$ cat src/sbf_pkg.sv
// Package: register map, field layout and types of the baud/status block
package sbf_pkg;

    // Register byte addresses on the APB
    localparam logic [7:0] SBF_ADDR_CTRL1  = 8'h00;
    localparam logic [7:0] SBF_ADDR_CTRL2  = 8'h04;
    localparam logic [7:0] SBF_ADDR_BAUD   = 8'h08;
    localparam logic [7:0] SBF_ADDR_STATUS = 8'h0c;
    localparam logic [7:0] SBF_ADDR_DATA   = 8'h10;
    localparam logic [7:0] SBF_ADDR_XFER   = 8'h14;

    // Control register 1 bit positions
    localparam int SBF_C1_RXIE = 7;
    localparam int SBF_C1_EN   = 6;
    localparam int SBF_C1_TXIE = 5;
    localparam int SBF_C1_MASTER_SELECT = 4;
    localparam int SBF_C1_SELECT_OUTPUT_ENABLE = 1;
    // Control register 2 bit positions
    localparam int SBF_C2_FDEN = 4;

    // Baud register fields
    localparam int SBF_PRE_LSB  = 4;
    localparam int SBF_RATE_LSB = 0;
    localparam int SBF_CODE_W   = 3;

    // Status register bit positions
    localparam int SBF_ST_RXF  = 7;
    localparam int SBF_ST_TXE  = 5;
    localparam int SBF_ST_MASTER_FAULT_FLAG = 4;

    // Reset values
    localparam logic [7:0] SBF_C1_RST   = 8'h04;
    localparam logic [7:0] SBF_C2_RST   = 8'h00;
    localparam logic [7:0] SBF_BAUD_RST = 8'h00;

    // Bits per serial transfer
    localparam int SBF_BITS = 8;

    // Unmapped-address answer
    localparam logic [31:0] SBF_RD_ZERO = 32'h0000_0000;

    // APB request as seen by the slave
    typedef struct packed {
        logic        psel;
        logic        penable;
        logic        pwrite;
        logic [7:0]  paddr;
        logic [31:0] pwdata;
    } sbf_apb_req_t;

    // Flags shared between files
    typedef struct packed {
        logic rx_full_flag;
        logic tx_empty_flag;
        logic master_fault_flag;
    } sbf_flags_t;

endpackage

$ cat src/sbf_baud_gen.sv
// Two-stage bit-rate divider: prescaler then power-of-two rate divider
module sbf_baud_gen
    import sbf_pkg::*;
#(
    parameter int CODE_W = SBF_CODE_W
)
(
    input  wire logic              sys_clk,
    input  wire logic              rst,
    input  wire logic              run,
    input  wire logic [CODE_W-1:0] prescale_code,
    input  wire logic [CODE_W-1:0] rate_divide_code,
    output logic                   bit_tick
);
    typedef struct packed {
        logic [CODE_W-1:0] pre_cnt;
        logic [8:0]        rate_cnt;
        logic              tick;
    } sbf_bg_state_t;

    sbf_bg_state_t st_r;
    sbf_bg_state_t st_nxt;
    logic          pre_tick;
    logic [8:0]    rate_div;

    // rate ratios
    // Half the divisor, 1..128, gives one tick per SCK edge
    assign rate_div = 9'h001 << rate_divide_code;

    // prescale divisor
    // Prescaler counts bus clocks up to the code, divisor is code plus one
    assign pre_tick = (st_r.pre_cnt == prescale_code);

    always_comb
    begin
        st_nxt = st_r;
        st_nxt.tick = 1'b0;
        if (!run)
        begin
            st_nxt.pre_cnt  = '0;
            st_nxt.rate_cnt = '0;
        end
        else if (pre_tick)
        begin
            st_nxt.pre_cnt = '0;
            if (st_r.rate_cnt + 9'h001 >= rate_div)
            begin
                st_nxt.rate_cnt = '0;
                st_nxt.tick     = 1'b1;
            end
            else
                st_nxt.rate_cnt = st_r.rate_cnt + 9'h001;
        end
        else
            st_nxt.pre_cnt = st_r.pre_cnt + CODE_W'(1);
    end

    // State register
    always_ff @(posedge sys_clk)
    begin
        if (rst)
            st_r <= '0;
        else
            st_r <= st_nxt;
    end

    assign bit_tick = st_r.tick;

    // Tick is a single-cycle pulse unless both prescale and rate codes are zero
    AST_TICK_PULSE: assert property (@(posedge sys_clk) disable iff (rst)
        st_r.tick |=> !st_r.tick || (prescale_code == '0
        && rate_divide_code == '0))
        else $error("bit tick held longer than expected");

endmodule // sbf_baud_gen

$ cat src/sbf_mode_fault.sv
// Mode-fault detector: watches slave select while acting as master
module sbf_mode_fault
    import sbf_pkg::*;
(
    input  wire logic sys_clk,
    input  wire logic rst,
    input  wire logic master_select,
    input  wire logic fault_detect_enable,
    input  wire logic select_output_enable,
    input  wire logic ss_in_n,
    output logic      fault_event
);
    typedef struct packed {
        logic ev;
    } sbf_mf_state_t;

    sbf_mf_state_t st_r;
    sbf_mf_state_t st_nxt;
    logic          armed;

    assign armed = master_select && fault_detect_enable
                   && !select_output_enable;

    always_comb
    begin
        st_nxt      = st_r;
        // Level, not edge: a select held low keeps the fault asserted
        st_nxt.ev   = armed && !ss_in_n;
    end

    // State register
    always_ff @(posedge sys_clk)
    begin
        if (rst)
            st_r <= '{ev: 1'b0};
        else
            st_r <= st_nxt;
    end

    assign fault_event = st_r.ev;

    AST_MF_GATED: assert property (@(posedge sys_clk) disable iff (rst)
        st_r.ev |-> $past(armed) && !$past(ss_in_n))
        else $error("mode fault event without armed master");

endmodule // sbf_mode_fault

$ cat src/sbf_spi_core.sv
// Serial interface bit-rate and status flag core with APB register slave
//
// Contract
// - Prescale code at bits 6:4 divides bus clock by code plus one.
// - Prescaler runs on bus clock and feeds the rate divider.
// - Rate code at bits 2:0 divides by 2 up to 256.
// - Rate divider output is master bit clock; rate is product of both.
// - Bit-rate register readable and writable at any time.
// - Status bits 6,3,2,1,0 read zero; status writes do nothing.
// - Receive-full flag at bit 7 sets when a transfer completes.
// - Receive-full clears after status read seeing it, then data read.
// - Transmit-empty flag at bit 5 shows transmit buffer has room.
// - Transmit-empty clears on status read seeing it, then data write.
// - Data write without prior status read of transmit-empty is ignored.
// - Interrupt when transmit-empty and transmit interrupt enable set.
// - Transmit-empty sets when buffer byte moves to shifter.
// - Idle interface: byte moves at once, flag back within two cycles; the code moves it only with master select set.
// - End of transfer loads waiting byte and sets transmit-empty.
// - No waiting byte: flag stays set, nothing moves.
// - Mode-fault flag at bit 4 sets when master sees select low.
// - Mode fault only with master, fault enable, no select output.
// - Mode fault clears on status read seeing it, then control-1 write.
// - Module disable halts transfer, empties buffers, resets flags; the mode-fault flag is kept.
// - Receive interrupt enable raises interrupt on receive-full or fault.
// - Transfer ending with unread receive buffer drops the new byte.
//
// Register access over APB and the register addresses were decided locally.
module sbf_spi_core
    import sbf_pkg::*;
(
    input  wire logic        sys_clk,
    input  wire logic        rst,
    input  wire logic        psel,
    input  wire logic        penable,
    input  wire logic        pwrite,
    input  wire logic [7:0]  paddr,
    input  wire logic [31:0] pwdata,
    output logic [31:0]      prdata,
    output logic             pready,
    output logic             pslverr,
    input  wire logic        ss_in_n,
    input  wire logic        miso_in,
    output logic             mosi_out,
    output logic             sck_out,
    output logic             irq_out
);
    typedef enum logic [1:0] {
        SH_IDLE,
        SH_LOAD,
        SH_SHIFT
    } sbf_sh_t;

    typedef struct packed {
        logic [7:0]  ctrl1;
        logic [7:0]  ctrl2;
        logic [7:0]  baud;
        sbf_flags_t  flags;
        logic        rxf_seen;
        logic        txe_seen;
        logic        mf_seen;
        logic [7:0]  tx_buf;
        logic        tx_full;
        logic [7:0]  rx_buf;
        logic [7:0]  shreg;
        sbf_sh_t     sh;
        logic [4:0]  edge_cnt;
        logic        sck;
        logic        mosi;
        logic [31:0] rdata;
        logic        ready;
        logic        slverr;
        logic        irq;
    } sbf_core_state_t;

    sbf_core_state_t st_r;
    sbf_core_state_t st_nxt;
    sbf_apb_req_t    req;
    logic            bit_tick;
    logic            fault_event;
    logic            enabled;
    logic            setup;
    logic            wr;
    logic            rd;
    logic [7:0]      status_byte;

    assign req     = '{psel: psel, penable: penable, pwrite: pwrite,
                       paddr: paddr, pwdata: pwdata};
    assign enabled = st_r.ctrl1[SBF_C1_EN];
    // Register access decoded in the setup cycle, answered next cycle
    assign setup   = req.psel && !req.penable;
    assign wr      = setup && req.pwrite;
    assign rd      = setup && !req.pwrite;

    assign status_byte = {st_r.flags.rx_full_flag, 1'b0,
                          st_r.flags.tx_empty_flag,
                          st_r.flags.master_fault_flag, 4'h0};

    // Address hit helper
    function automatic logic hit(input logic [7:0] a, input logic [7:0] r);
        return a == r;
    endfunction

    sbf_baud_gen u_baud (
        .sys_clk          (sys_clk),
        .rst              (rst),
        .run              (enabled && st_r.sh == SH_SHIFT),
        .prescale_code    (st_r.baud[SBF_PRE_LSB +: SBF_CODE_W]),
        .rate_divide_code (st_r.baud[SBF_RATE_LSB +: SBF_CODE_W]),
        .bit_tick         (bit_tick)
    );

    sbf_mode_fault u_fault (
        .sys_clk              (sys_clk),
        .rst                  (rst),
        .master_select        (enabled && st_r.ctrl1[SBF_C1_MASTER_SELECT]),
        .fault_detect_enable  (st_r.ctrl2[SBF_C2_FDEN]),
        .select_output_enable (st_r.ctrl1[SBF_C1_SELECT_OUTPUT_ENABLE]),
        .ss_in_n              (ss_in_n),
        .fault_event          (fault_event)
    );

    // Next-state logic: bus slave, buffers, shifter, flags
    always_comb
    begin
        st_nxt       = st_r;
        st_nxt.ready = setup;
        st_nxt.slverr = 1'b0;

        // Bus reads: data captured at setup, presented in access cycle
        if (rd)
        begin
            st_nxt.rdata = SBF_RD_ZERO;
            if (hit(req.paddr, SBF_ADDR_CTRL1))
                st_nxt.rdata[7:0] = st_r.ctrl1;
            else if (hit(req.paddr, SBF_ADDR_CTRL2))
                st_nxt.rdata[7:0] = st_r.ctrl2;
            else if (hit(req.paddr, SBF_ADDR_BAUD))
                st_nxt.rdata[7:0] = st_r.baud;
            else if (hit(req.paddr, SBF_ADDR_STATUS))
            begin
                st_nxt.rdata[7:0] = status_byte;
                st_nxt.rxf_seen = st_r.flags.rx_full_flag;
                st_nxt.txe_seen = st_r.flags.tx_empty_flag;
                st_nxt.mf_seen  = st_r.flags.master_fault_flag;
            end
            else if (hit(req.paddr, SBF_ADDR_DATA))
            begin
                st_nxt.rdata[7:0] = st_r.rx_buf;
                if (st_r.rxf_seen)
                begin
                    st_nxt.flags.rx_full_flag = 1'b0;
                    st_nxt.rxf_seen = 1'b0;
                end
            end
            else if (hit(req.paddr, SBF_ADDR_XFER))
                st_nxt.rdata[7:0] = {7'h00, st_r.sh != SH_IDLE};
            else
                st_nxt.slverr = 1'b1;
        end

        // Bus writes; status and unknown addresses change nothing
        if (wr)
        begin
            if (hit(req.paddr, SBF_ADDR_CTRL1))
            begin
                st_nxt.ctrl1 = req.pwdata[7:0];
                if (st_r.mf_seen)
                begin
                    st_nxt.flags.master_fault_flag = 1'b0;
                    st_nxt.mf_seen = 1'b0;
                end
            end
            else if (hit(req.paddr, SBF_ADDR_CTRL2))
                st_nxt.ctrl2 = req.pwdata[7:0];
            else if (hit(req.paddr, SBF_ADDR_BAUD))
                st_nxt.baud = req.pwdata[7:0];
            else if (hit(req.paddr, SBF_ADDR_DATA))
            begin
                if (st_r.txe_seen && st_r.flags.tx_empty_flag && enabled)
                begin
                    st_nxt.tx_buf  = req.pwdata[7:0];
                    st_nxt.tx_full = 1'b1;
                    st_nxt.flags.tx_empty_flag = 1'b0;
                    st_nxt.txe_seen = 1'b0;
                end
            end
            else if (!hit(req.paddr, SBF_ADDR_STATUS)
                     && !hit(req.paddr, SBF_ADDR_XFER))
                st_nxt.slverr = 1'b1;
        end

        // Shift engine, master only, clocked by the rate divider
        case (st_r.sh)
            SH_IDLE:
            begin
                if (st_r.tx_full && enabled && st_r.ctrl1[SBF_C1_MASTER_SELECT])
                    st_nxt.sh = SH_LOAD;
            end
            SH_LOAD:
            begin
                st_nxt.shreg    = st_r.tx_buf;
                st_nxt.mosi     = st_r.tx_buf[SBF_BITS-1];
                st_nxt.tx_full  = 1'b0;
                st_nxt.flags.tx_empty_flag = 1'b1;
                st_nxt.edge_cnt = '0;
                st_nxt.sh       = SH_SHIFT;
            end
            SH_SHIFT:
            begin
                if (bit_tick)
                begin
                    st_nxt.sck      = !st_r.sck;
                    st_nxt.edge_cnt = st_r.edge_cnt + 5'h01;
                    if (!st_r.sck)
                        st_nxt.shreg = {st_r.shreg[SBF_BITS-2:0], miso_in};
                    else
                        st_nxt.mosi = st_r.shreg[SBF_BITS-1];
                    if (st_r.edge_cnt == 5'(2 * SBF_BITS - 1))
                    begin
                        // drop byte on overrun
                        // A data read clearing in this cycle frees it
                        if (!st_nxt.flags.rx_full_flag)
                        begin
                            st_nxt.rx_buf = st_nxt.shreg;
                            st_nxt.flags.rx_full_flag = 1'b1;
                        end
                        st_nxt.sh = st_r.tx_full ? SH_LOAD : SH_IDLE;
                    end
                end
            end
            default:
                st_nxt.sh = SH_IDLE;
        endcase

        // fault flag set wins over clear
        if (fault_event)
            st_nxt.flags.master_fault_flag = 1'b1;

        if (!st_nxt.ctrl1[SBF_C1_EN])
        begin
            st_nxt.sh       = SH_IDLE;
            st_nxt.tx_full  = 1'b0;
            st_nxt.sck      = 1'b0;
            st_nxt.edge_cnt = '0;
            st_nxt.flags.rx_full_flag  = 1'b0;
            st_nxt.flags.tx_empty_flag = 1'b1;
        end

        // transmit interrupt, receive and fault interrupt
        st_nxt.irq = (st_nxt.flags.tx_empty_flag
                      && st_nxt.ctrl1[SBF_C1_TXIE])
                     || ((st_nxt.flags.rx_full_flag
                          || st_nxt.flags.master_fault_flag)
                         && st_nxt.ctrl1[SBF_C1_RXIE]);
    end

    // State register
    always_ff @(posedge sys_clk)
    begin
        if (rst)
        begin
            st_r       <= '0;
            st_r.ctrl1 <= SBF_C1_RST;
            st_r.ctrl2 <= SBF_C2_RST;
            st_r.baud  <= SBF_BAUD_RST;
            st_r.flags <= '{rx_full_flag: 1'b0, tx_empty_flag: 1'b1,
                            master_fault_flag: 1'b0};
            st_r.sh    <= SH_IDLE;
        end
        else
            st_r <= st_nxt;
    end

    assign prdata   = st_r.rdata;
    assign pready   = st_r.ready;
    assign pslverr  = st_r.slverr;
    assign mosi_out = st_r.mosi;
    assign sck_out  = st_r.sck;
    assign irq_out  = st_r.irq;

    AST_TXE_BACK: assert property (@(posedge sys_clk) disable iff (rst)
        (st_r.sh == SH_IDLE && st_nxt.sh == SH_LOAD) |-> ##2
        st_r.flags.tx_empty_flag)
        else $error("transmit-empty not back within two cycles");
    AST_TXE_CLR: assert property (@(posedge sys_clk) disable iff (rst)
        $fell(st_r.flags.tx_empty_flag) |-> $past(st_r.txe_seen)
        && $past(wr))
        else $error("transmit-empty cleared without status read");
    AST_RXF_CLR: assert property (@(posedge sys_clk) disable iff (rst)
        $fell(st_r.flags.rx_full_flag) && enabled |->
        $past(st_r.rxf_seen) && $past(rd))
        else $error("receive-full cleared without proper reads");
    AST_MF_CLR: assert property (@(posedge sys_clk) disable iff (rst)
        $fell(st_r.flags.master_fault_flag) |-> $past(st_r.mf_seen)
        && $past(wr))
        else $error("mode fault cleared without control write");
    AST_MF_SET: assert property (@(posedge sys_clk) disable iff (rst)
        fault_event |=> st_r.flags.master_fault_flag)
        else $error("mode fault event lost");
    AST_IRQ: assert property (@(posedge sys_clk) disable iff (rst)
        (st_r.flags.tx_empty_flag && st_r.ctrl1[SBF_C1_TXIE]) |->
        irq_out)
        else $error("transmit interrupt missing");
    AST_RXIRQ: assert property (@(posedge sys_clk) disable iff (rst)
        (st_r.flags.master_fault_flag && st_r.ctrl1[SBF_C1_RXIE]) |->
        irq_out)
        else $error("fault interrupt missing");
    AST_DISABLE: assert property (@(posedge sys_clk) disable iff (rst)
        !enabled |-> st_r.flags.tx_empty_flag && !st_r.tx_full
        && st_r.sh == SH_IDLE)
        else $error("disabled module not emptied");
    AST_STATUS_RO: assert property (@(posedge sys_clk) disable iff (rst)
        (rd && hit(req.paddr, SBF_ADDR_STATUS)) |=>
        prdata[6] == 1'b0 && prdata[3:0] == 4'h0)
        else $error("unimplemented status bits not zero");
    AST_TXE_ROOM: assert property (@(posedge sys_clk) disable iff (rst)
        st_r.flags.tx_empty_flag == !st_r.tx_full)
        else $error("transmit-empty does not match buffer room");
    AST_RX_DROP: assert property (@(posedge sys_clk) disable iff (rst)
        (st_r.flags.rx_full_flag && !rd) |=> $stable(st_r.rx_buf))
        else $error("unread receive byte overwritten");
    AST_TX_IGNORE: assert property (@(posedge sys_clk) disable iff (rst)
        (wr && hit(req.paddr, SBF_ADDR_DATA) && !st_r.txe_seen) |=>
        $stable(st_r.tx_buf))
        else $error("data write taken without status read");

endmodule // sbf_spi_core

$ cat config.mk
export PLATFORM = sky130hd
export DESIGN_NAME = sbf_spi_core
export DESIGN_NICKNAME = d
export VERILOG_FILES = /design/src/sbf_pkg.sv /design/src/sbf_baud_gen.sv /design/src/sbf_mode_fault.sv /design/src/sbf_spi_core.sv
export SDC_FILE = /design/constraint.sdc
export NUM_CORES = 1
export LEC_CHECK = 0
export BUFFER_PORTS_ARGS = -buffer_cell sky130_fd_sc_hd__buf_2
export CORE_MARGIN = 3
export CORE_UTILIZATION = 60
export DETAILED_ROUTE_END_ITERATION = 8
export HOLD_SLACK_MARGIN = 0.05
export PLACE_DENSITY_LB_ADDON = 0.2
export SYNTH_ARGS = -nofsm -noshare
export SYNTH_HDL_FRONTEND = slang
export SYNTH_SLANG_ARGS = --single-unit
$ cat constraint.sdc
create_clock -name sys_clk -period 7.2 [get_ports sys_clk]
set_input_delay 1.44 -clock sys_clk [delete_from_list [all_inputs] [get_ports sys_clk]]
set_output_delay 1.44 -clock sys_clk [all_outputs]
set_load 0.01 [all_outputs]
==> results of run 1 <==
-- metrics by stage --
step / hold slack, ns / cell area, sq um
finish: 0.4679 / 4741
detailed placement: 0.4496 / 4547
global route: 0.4810 / 4741
floorplan: 0.4347 / 4612
CTS: 0.4689 / 4741
global placement: 0.4426 / 4547
-- power by group --
part           switching, mW  leakage [nW]  total (mW)  internal (mW)
combinational         0.0338          1.06      0.0470         0.0132
clock                  0.202        0.0973       0.339          0.136
sequential          0.000886         0.718       0.495          0.494
total                  0.237          1.88       0.881          0.644
-- worst register-to-register path: cells and delay by family, from the launching register on --
kind,cells,cell delay [ns]
muxes,1,0.19
DFF,1,0.44
AOI/OAI and AO/OA,3,0.48
adders and majority gates,2,0.54
and+or+nand+nor,4,0.99
-- synth_stat cells (all sizes together), types with 4 or more instances --
cell	n	share of area [%]
and3	4	0.55
o21ai	11	1.2
nand2b	6	0.83
nor2b	6	0.83
nand2	33	2.8
nor2	81	6.9
and4	4	0.80
xnor2	6	1.2
xor2	4	0.77
dfxtp	89	39
a22o	7	1.4
inv	8	0.66
and2	6	0.83
clkbuf	15	1.3
a211oi	9	1.5
nand3b	8	1.3
nor3	16	2.0
buf	45	7.1
or2	4	0.55
a21oi	22	2.4
a222oi	7	1.5
ha	16	4.4
mux2i	35	7.7
nand3	16	1.9
nor4	4	1.2
a221oi	7	1.4
-- state kept, by name, summed over array words and instances, names as in the netlist --
register             flops
u_baud.st_r             12
sck_out                  1
enabled                  1
u_fault.fault_event      1
mosi_out                 1
u_baud.bit_tick          1
prdata                   8
st_r                    61
irq_out                  1
pslverr                  1
pready                   1
-- worst paths after layout --
kind | start | to | slack [ns]
worst max register to register | u_baud.st_r[1] | u_baud.st_r[1] | 4.51
worst max-delay path | penable | st_r[73] | 3.63
worst min register to register | st_r[88] | st_r[88] | 0.47
worst min-delay path | st_r[88] | st_r[88] | 0.47
-- cells by family (layout without fill, tap and decap cells) --
| logic type | Yosys count | after routing | synth area share [%] |
|---|---|---|---|
| AOI/OAI and AO/OA | 86 | 86 | 13.60 |
| xor gates and xnor gates | 10 | 10 | 1.935 |
| adders and majority gates | 16 | 16 | 4.424 |
| buffers and inverters | 68 | 61 | 9.040 |
| DFF | 89 | 89 | 39.37 |
| muxes | 37 | 37 | 8.239 |
| other | 1 | 24 | 0.08286 |
| and+or+nand+nor | 203 | 203 | 23.31 |
-- metal layers --
layer | GRT usage, % | vias to the layer above | wire length, microns
met1 | 31.54 | 1745 | 4366
met3 | 3.981 | 19 | 523
li1 | - | 1796 | -
met4 | 7.814 | 0 | 156
met5 | 0 | - | 0
met2 | 38.21 | 99 | 4646
-- final cells by class --
type                    instances  area (sq um)
clock inverters                 7         70.07
well taps                      99         123.9
multi-input cells             376          2421
inverters                       8         30.03
flip-flops and latches         89          1782
clock buffers                   9         123.9
repair buffers                 37         190.2
fillers                       656          2551
==> impl_metrics.toml, run 1 <==
[synth]
syn_avg_cell_area_sq_um = 8.874
synth_edf_count = 0
netlist_instances = 510
netlist_area_sq_mm = 0.004526
seq_area_frac_synth_pct = 39.37
yosys_warnings = 0
ys_seq_elements = 89
synthArstFlopShare_pct = 0
ys.flop_type = "dfxtp_1"
synth_cell_types = 64

[setup_path]
required_ns = 7.45
reg2reg_depth = 10
critPathLaunchType = "primary input"
cp_max_fo = 12
slowest_delay_ns = 0.64
path_buf_inv = 1
end_kind = "flop"
critPathSlowestCell = "nand4_1"
critical_path.top_delay_family = "simple AND/OR/NAND/NOR gates"
cp_cell_sequence = "buf_2 > and3b_1 > nand4_1 > mux2i_1 > or2_2 > or3_1"
critPathKind = "primary input to flop"
path_depth = 6
cp.arrival_ns = 3.82

[floorplanning]
die_x_microns = 92.85
num_rows = 31
initial_core_util_pct = 62.06
die_h_microns = 92.85
dieArea_sq_mm = 0.008621
io_pins = 84
core-area_sq_mm = 0.007292

[final_layout]
instances_no_fill = 625
final_common_cell = "dfxtp_1"
drive_above_1_share_pct = 13.31
syn2layout_area_growth_pct = 4.755
final_nets = 584
final_util_pct = 65.01
diodes = 0
final_cell_mix = "dfxtp_1 (89), nor2_1 (80), mux2i_1 (35), buf_2 (35), nand2_1 (32)"

[clock_network]
cts_root_buf = "clkbuf_8"
cts_setup_buffers = 0
cts.sinks = 89
numCtsBuffers = 9
cts_resized = 0
cts_max_level = 3
cts.clk_slew.worst_paths_ns = 0.10
cts_buffer_depth = 2
clock_latency_ns = 0.36
cts-hold-fix-buffers = 0
cts_tree = "yes"

[route]
drc = 0
wl_per_cell_microns = 15.51
vias = 3659
viasPerCell = 5.854
first_iter_violations = 289
first_pass_iters = 5
finalWirelength_mm = 9.693
antenna_left = 0

[sta]
setup_viol = 0
slew_headroom_pct = 54.33
fin_worst_skew_ns = 0.009088
rsz0062_at_grt = "false"
post-route-min-period_ns = 3.572
worst_pin_slew_ns = 0.6850
max_freq_mhz = 279.9
fin_setup_tns_ns = 0
final_max_slew_viol_count = 0
fin_ws_ns = 3.628
period_share_pct = 49.62
hold_viol_final = 0

[power]
p_leak_nw = 1.878
power_density_mw_per_mm2 = 185.8
ir_drop_v = 0.0001180
total_power_uw = 880.8

[status]
status = "complete, no violations"

[place]
pre_cts_ws_ns = 3.261
place.gp.congestion = 0.8835
hpwl_mm = 7.062
dp.cells = 609
port_buffers = 35

[global_routing]
grt_max_degree = 68
grt_antenna_before_repair = 0
grt_pass1_vias = 3371
grt_first_pass_wirelength_mm = 16.26
grt_use_total_pct = 23.47
grt-ovfl-total = 0

[run]
cap_violations = 0

[hold_path]
hold_path.class = "flop to flop"
hold_path_depth = 2
Power figures use the tool's default switching activity.
==> inputs of run 2 (changes only) <==
--- a/config.mk
+++ b/config.mk
@@ -7,7 +7,7 @@
 export LEC_CHECK = 0
 export BUFFER_PORTS_ARGS = -buffer_cell sky130_fd_sc_hd__buf_2
 export CORE_MARGIN = 3
-export CORE_UTILIZATION = 60
+export CORE_UTILIZATION = 50
 export DETAILED_ROUTE_END_ITERATION = 8
 export HOLD_SLACK_MARGIN = 0.05
 export PLACE_DENSITY_LB_ADDON = 0.2
==> constraint.sdc (replaced) <==
create_clock -name sys_clk -period 3.1 [get_ports sys_clk]
set_input_delay 0.62 -clock sys_clk [delete_from_list [all_inputs] [get_ports sys_clk]]
set_output_delay 0.62 -clock sys_clk [all_outputs]
set_load 0.01 [all_outputs]
==> impl_metrics.toml, run 2 (same netlist as run 1, synthesis figures left out) <==
[final_layout]
final_util_pct = 54.67
final_cell_mix = "dfxtp_1 (89), nor2_1 (80), mux2i_1 (35), buf_2 (35), nand2_1 (32)"
diodes = 0
final_nets = 588
top_register = "st_r"
syn2layout_area_growth_pct = 5.861
nFillCells = 836
final_common_cell = "dfxtp_1"
largest_reg_flops = 61
drive_above_1_share_pct = 13.96

[setup_path]
critPathLaunchType = "flop"
cp.arrival_ns = 3.00
cp_max_fo = 6
critPathKind = "flop to flop"
startpoint = "u_baud.st_r[1]"
reg2reg_depth = 10
reg2reg_slack_ns = 0.41
required_ns = 3.41
end_kind = "flop"
r2r-start = "u_baud.st_r[1]"

[place]
place.gp.congestion = 0.8652
port_buffers = 35
hpwl_mm = 7.450

[sta]
period_share_pct = 86.63
worst_pin_slew_ns = 0.6537
fin_setup_tns_ns = 0
final_max_slew_viol_count = 0
max_freq_mhz = 372.4
slew_headroom_pct = 56.26
whs_ns = 0.4633
hold_viol_final = 0
fin_worst_skew_ns = 0.01418
setup_viol = 0
rsz0062_at_grt = "false"
post-route-min-period_ns = 2.686

[global_routing]
grt_antenna_before_repair = 0
grt_use_total_pct = 20.68
grt_first_pass_wirelength_mm = 16.70
grt_max_degree = 50
grt_pass1_vias = 3407
grt-ovfl-total = 0

[route]
wl_met1_mm = 4.802
top_layer_used = "met4"
finalWirelength_mm = 10.29
viasPerCell = 5.688
first_iter_violations = 212
first_pass_iters = 5
antenna_left = 0
dr_wl_met3_microns = 674
drc = 0
vias = 3629
wl_per_cell_microns = 16.13
wl_met2_mm = 4.661

[clock_network]
numCtsBuffers = 9
cts.clk_slew.worst_paths_ns = 0.10
cts_max_level = 3
cts_resized = 0
cts-hold-fix-buffers = 0
cts_tree = "yes"
cts_buffer_depth = 2
cts.sinks = 89
cts_setup_buffers = 0
cts_root_buf = "clkbuf_8"
clock_latency_ns = 0.36

[power]
clock_power_share_pct = 39.1
swShare_pct = 24.90
ir_drop_v = 0.0002447
p_int_mw = 1.557
total_power_mw = 2.073
p_leak_nw = 1.893
switchingPower_uw = 516.0
combinationalPowerShare_pct = 5.4
power_density_mw_per_mm2 = 432.6
p_seq_share_pct = 55.5

[floorplanning]
io_pins = 84
die_x_microns = 101.1
dieArea_sq_mm = 0.01023
core-area_sq_mm = 0.008763
initial_core_util_pct = 51.64
die_h_microns = 101.1
num_rows = 34

[status]
status = "complete, no violations"

[hold_path]
hold_path.class = "flop to flop"
hold_path_depth = 2
hold_start = "st_r[86]"

[run]
cap_violations = 0
==> run 2: area by class of cell <==
cell class / instances / area, sq um / area share (%)
clock inverter: 7 / 78.83 / 1.645
clock buffer: 9 / 123.9 / 2.586
sequential: 89 / 1782 / 37.19
multi-input combinational: 376 / 2421 / 50.54
timing repair buffer: 41 / 220.2 / 4.597
inverter: 8 / 30.03 / 0.6268
tap: 108 / 135.1 / 2.821
==> run 2: power by group through the flow <==
stage               registers [mW]  clock network (mW)  logic, mW
global route                  1.15               0.875      0.122
detailed placement            1.18                   0      0.110
finish                        1.15               0.811      0.112
global placement              1.18                   0      0.110
CTS                           1.15               0.838      0.111
floorplan                     1.18                   0     0.0925
==> run 2: path summary, 6_finish.rpt <==
path                    end
max          u_baud.st_r[1]
min                st_r[86]
max reg2reg  u_baud.st_r[1]
min reg2reg        st_r[86]
==> run 2: critical path, cell delays in order, from the launching register on <==
cell and delay, ns:
dfxtp_1 0.42, ha_1 0.21, nand3_1 0.15, and2_1 0.21, or2_2 0.29, ha_1 0.31, a21oi_1 0.13, o211ai_1 0.12
a21oi_1 0.26, and3_1 0.34, mux2_2 0.19
==> run 2: routing by layer <==
layer / GRT usage (%) / vias up
met3: 4.477 / 16
met2: 32.24 / 117
li1: - / 1797
met4: 6.646 / 0
met5: 0 / -
met1: 28.66 / 1699
==> run 2: through the flow <==
stage	setup WS [ns]	instances	area [sq um]
6_report	0.4145	638	4791
3_5_place_dp	0.4387	622	4588
4_1_cts	0.4096	638	4791
5_1_grt	0.1058	638	4791
3_3_place_gp	0.4867	622	4588
2_1_floorplan	0.6823	533	4612
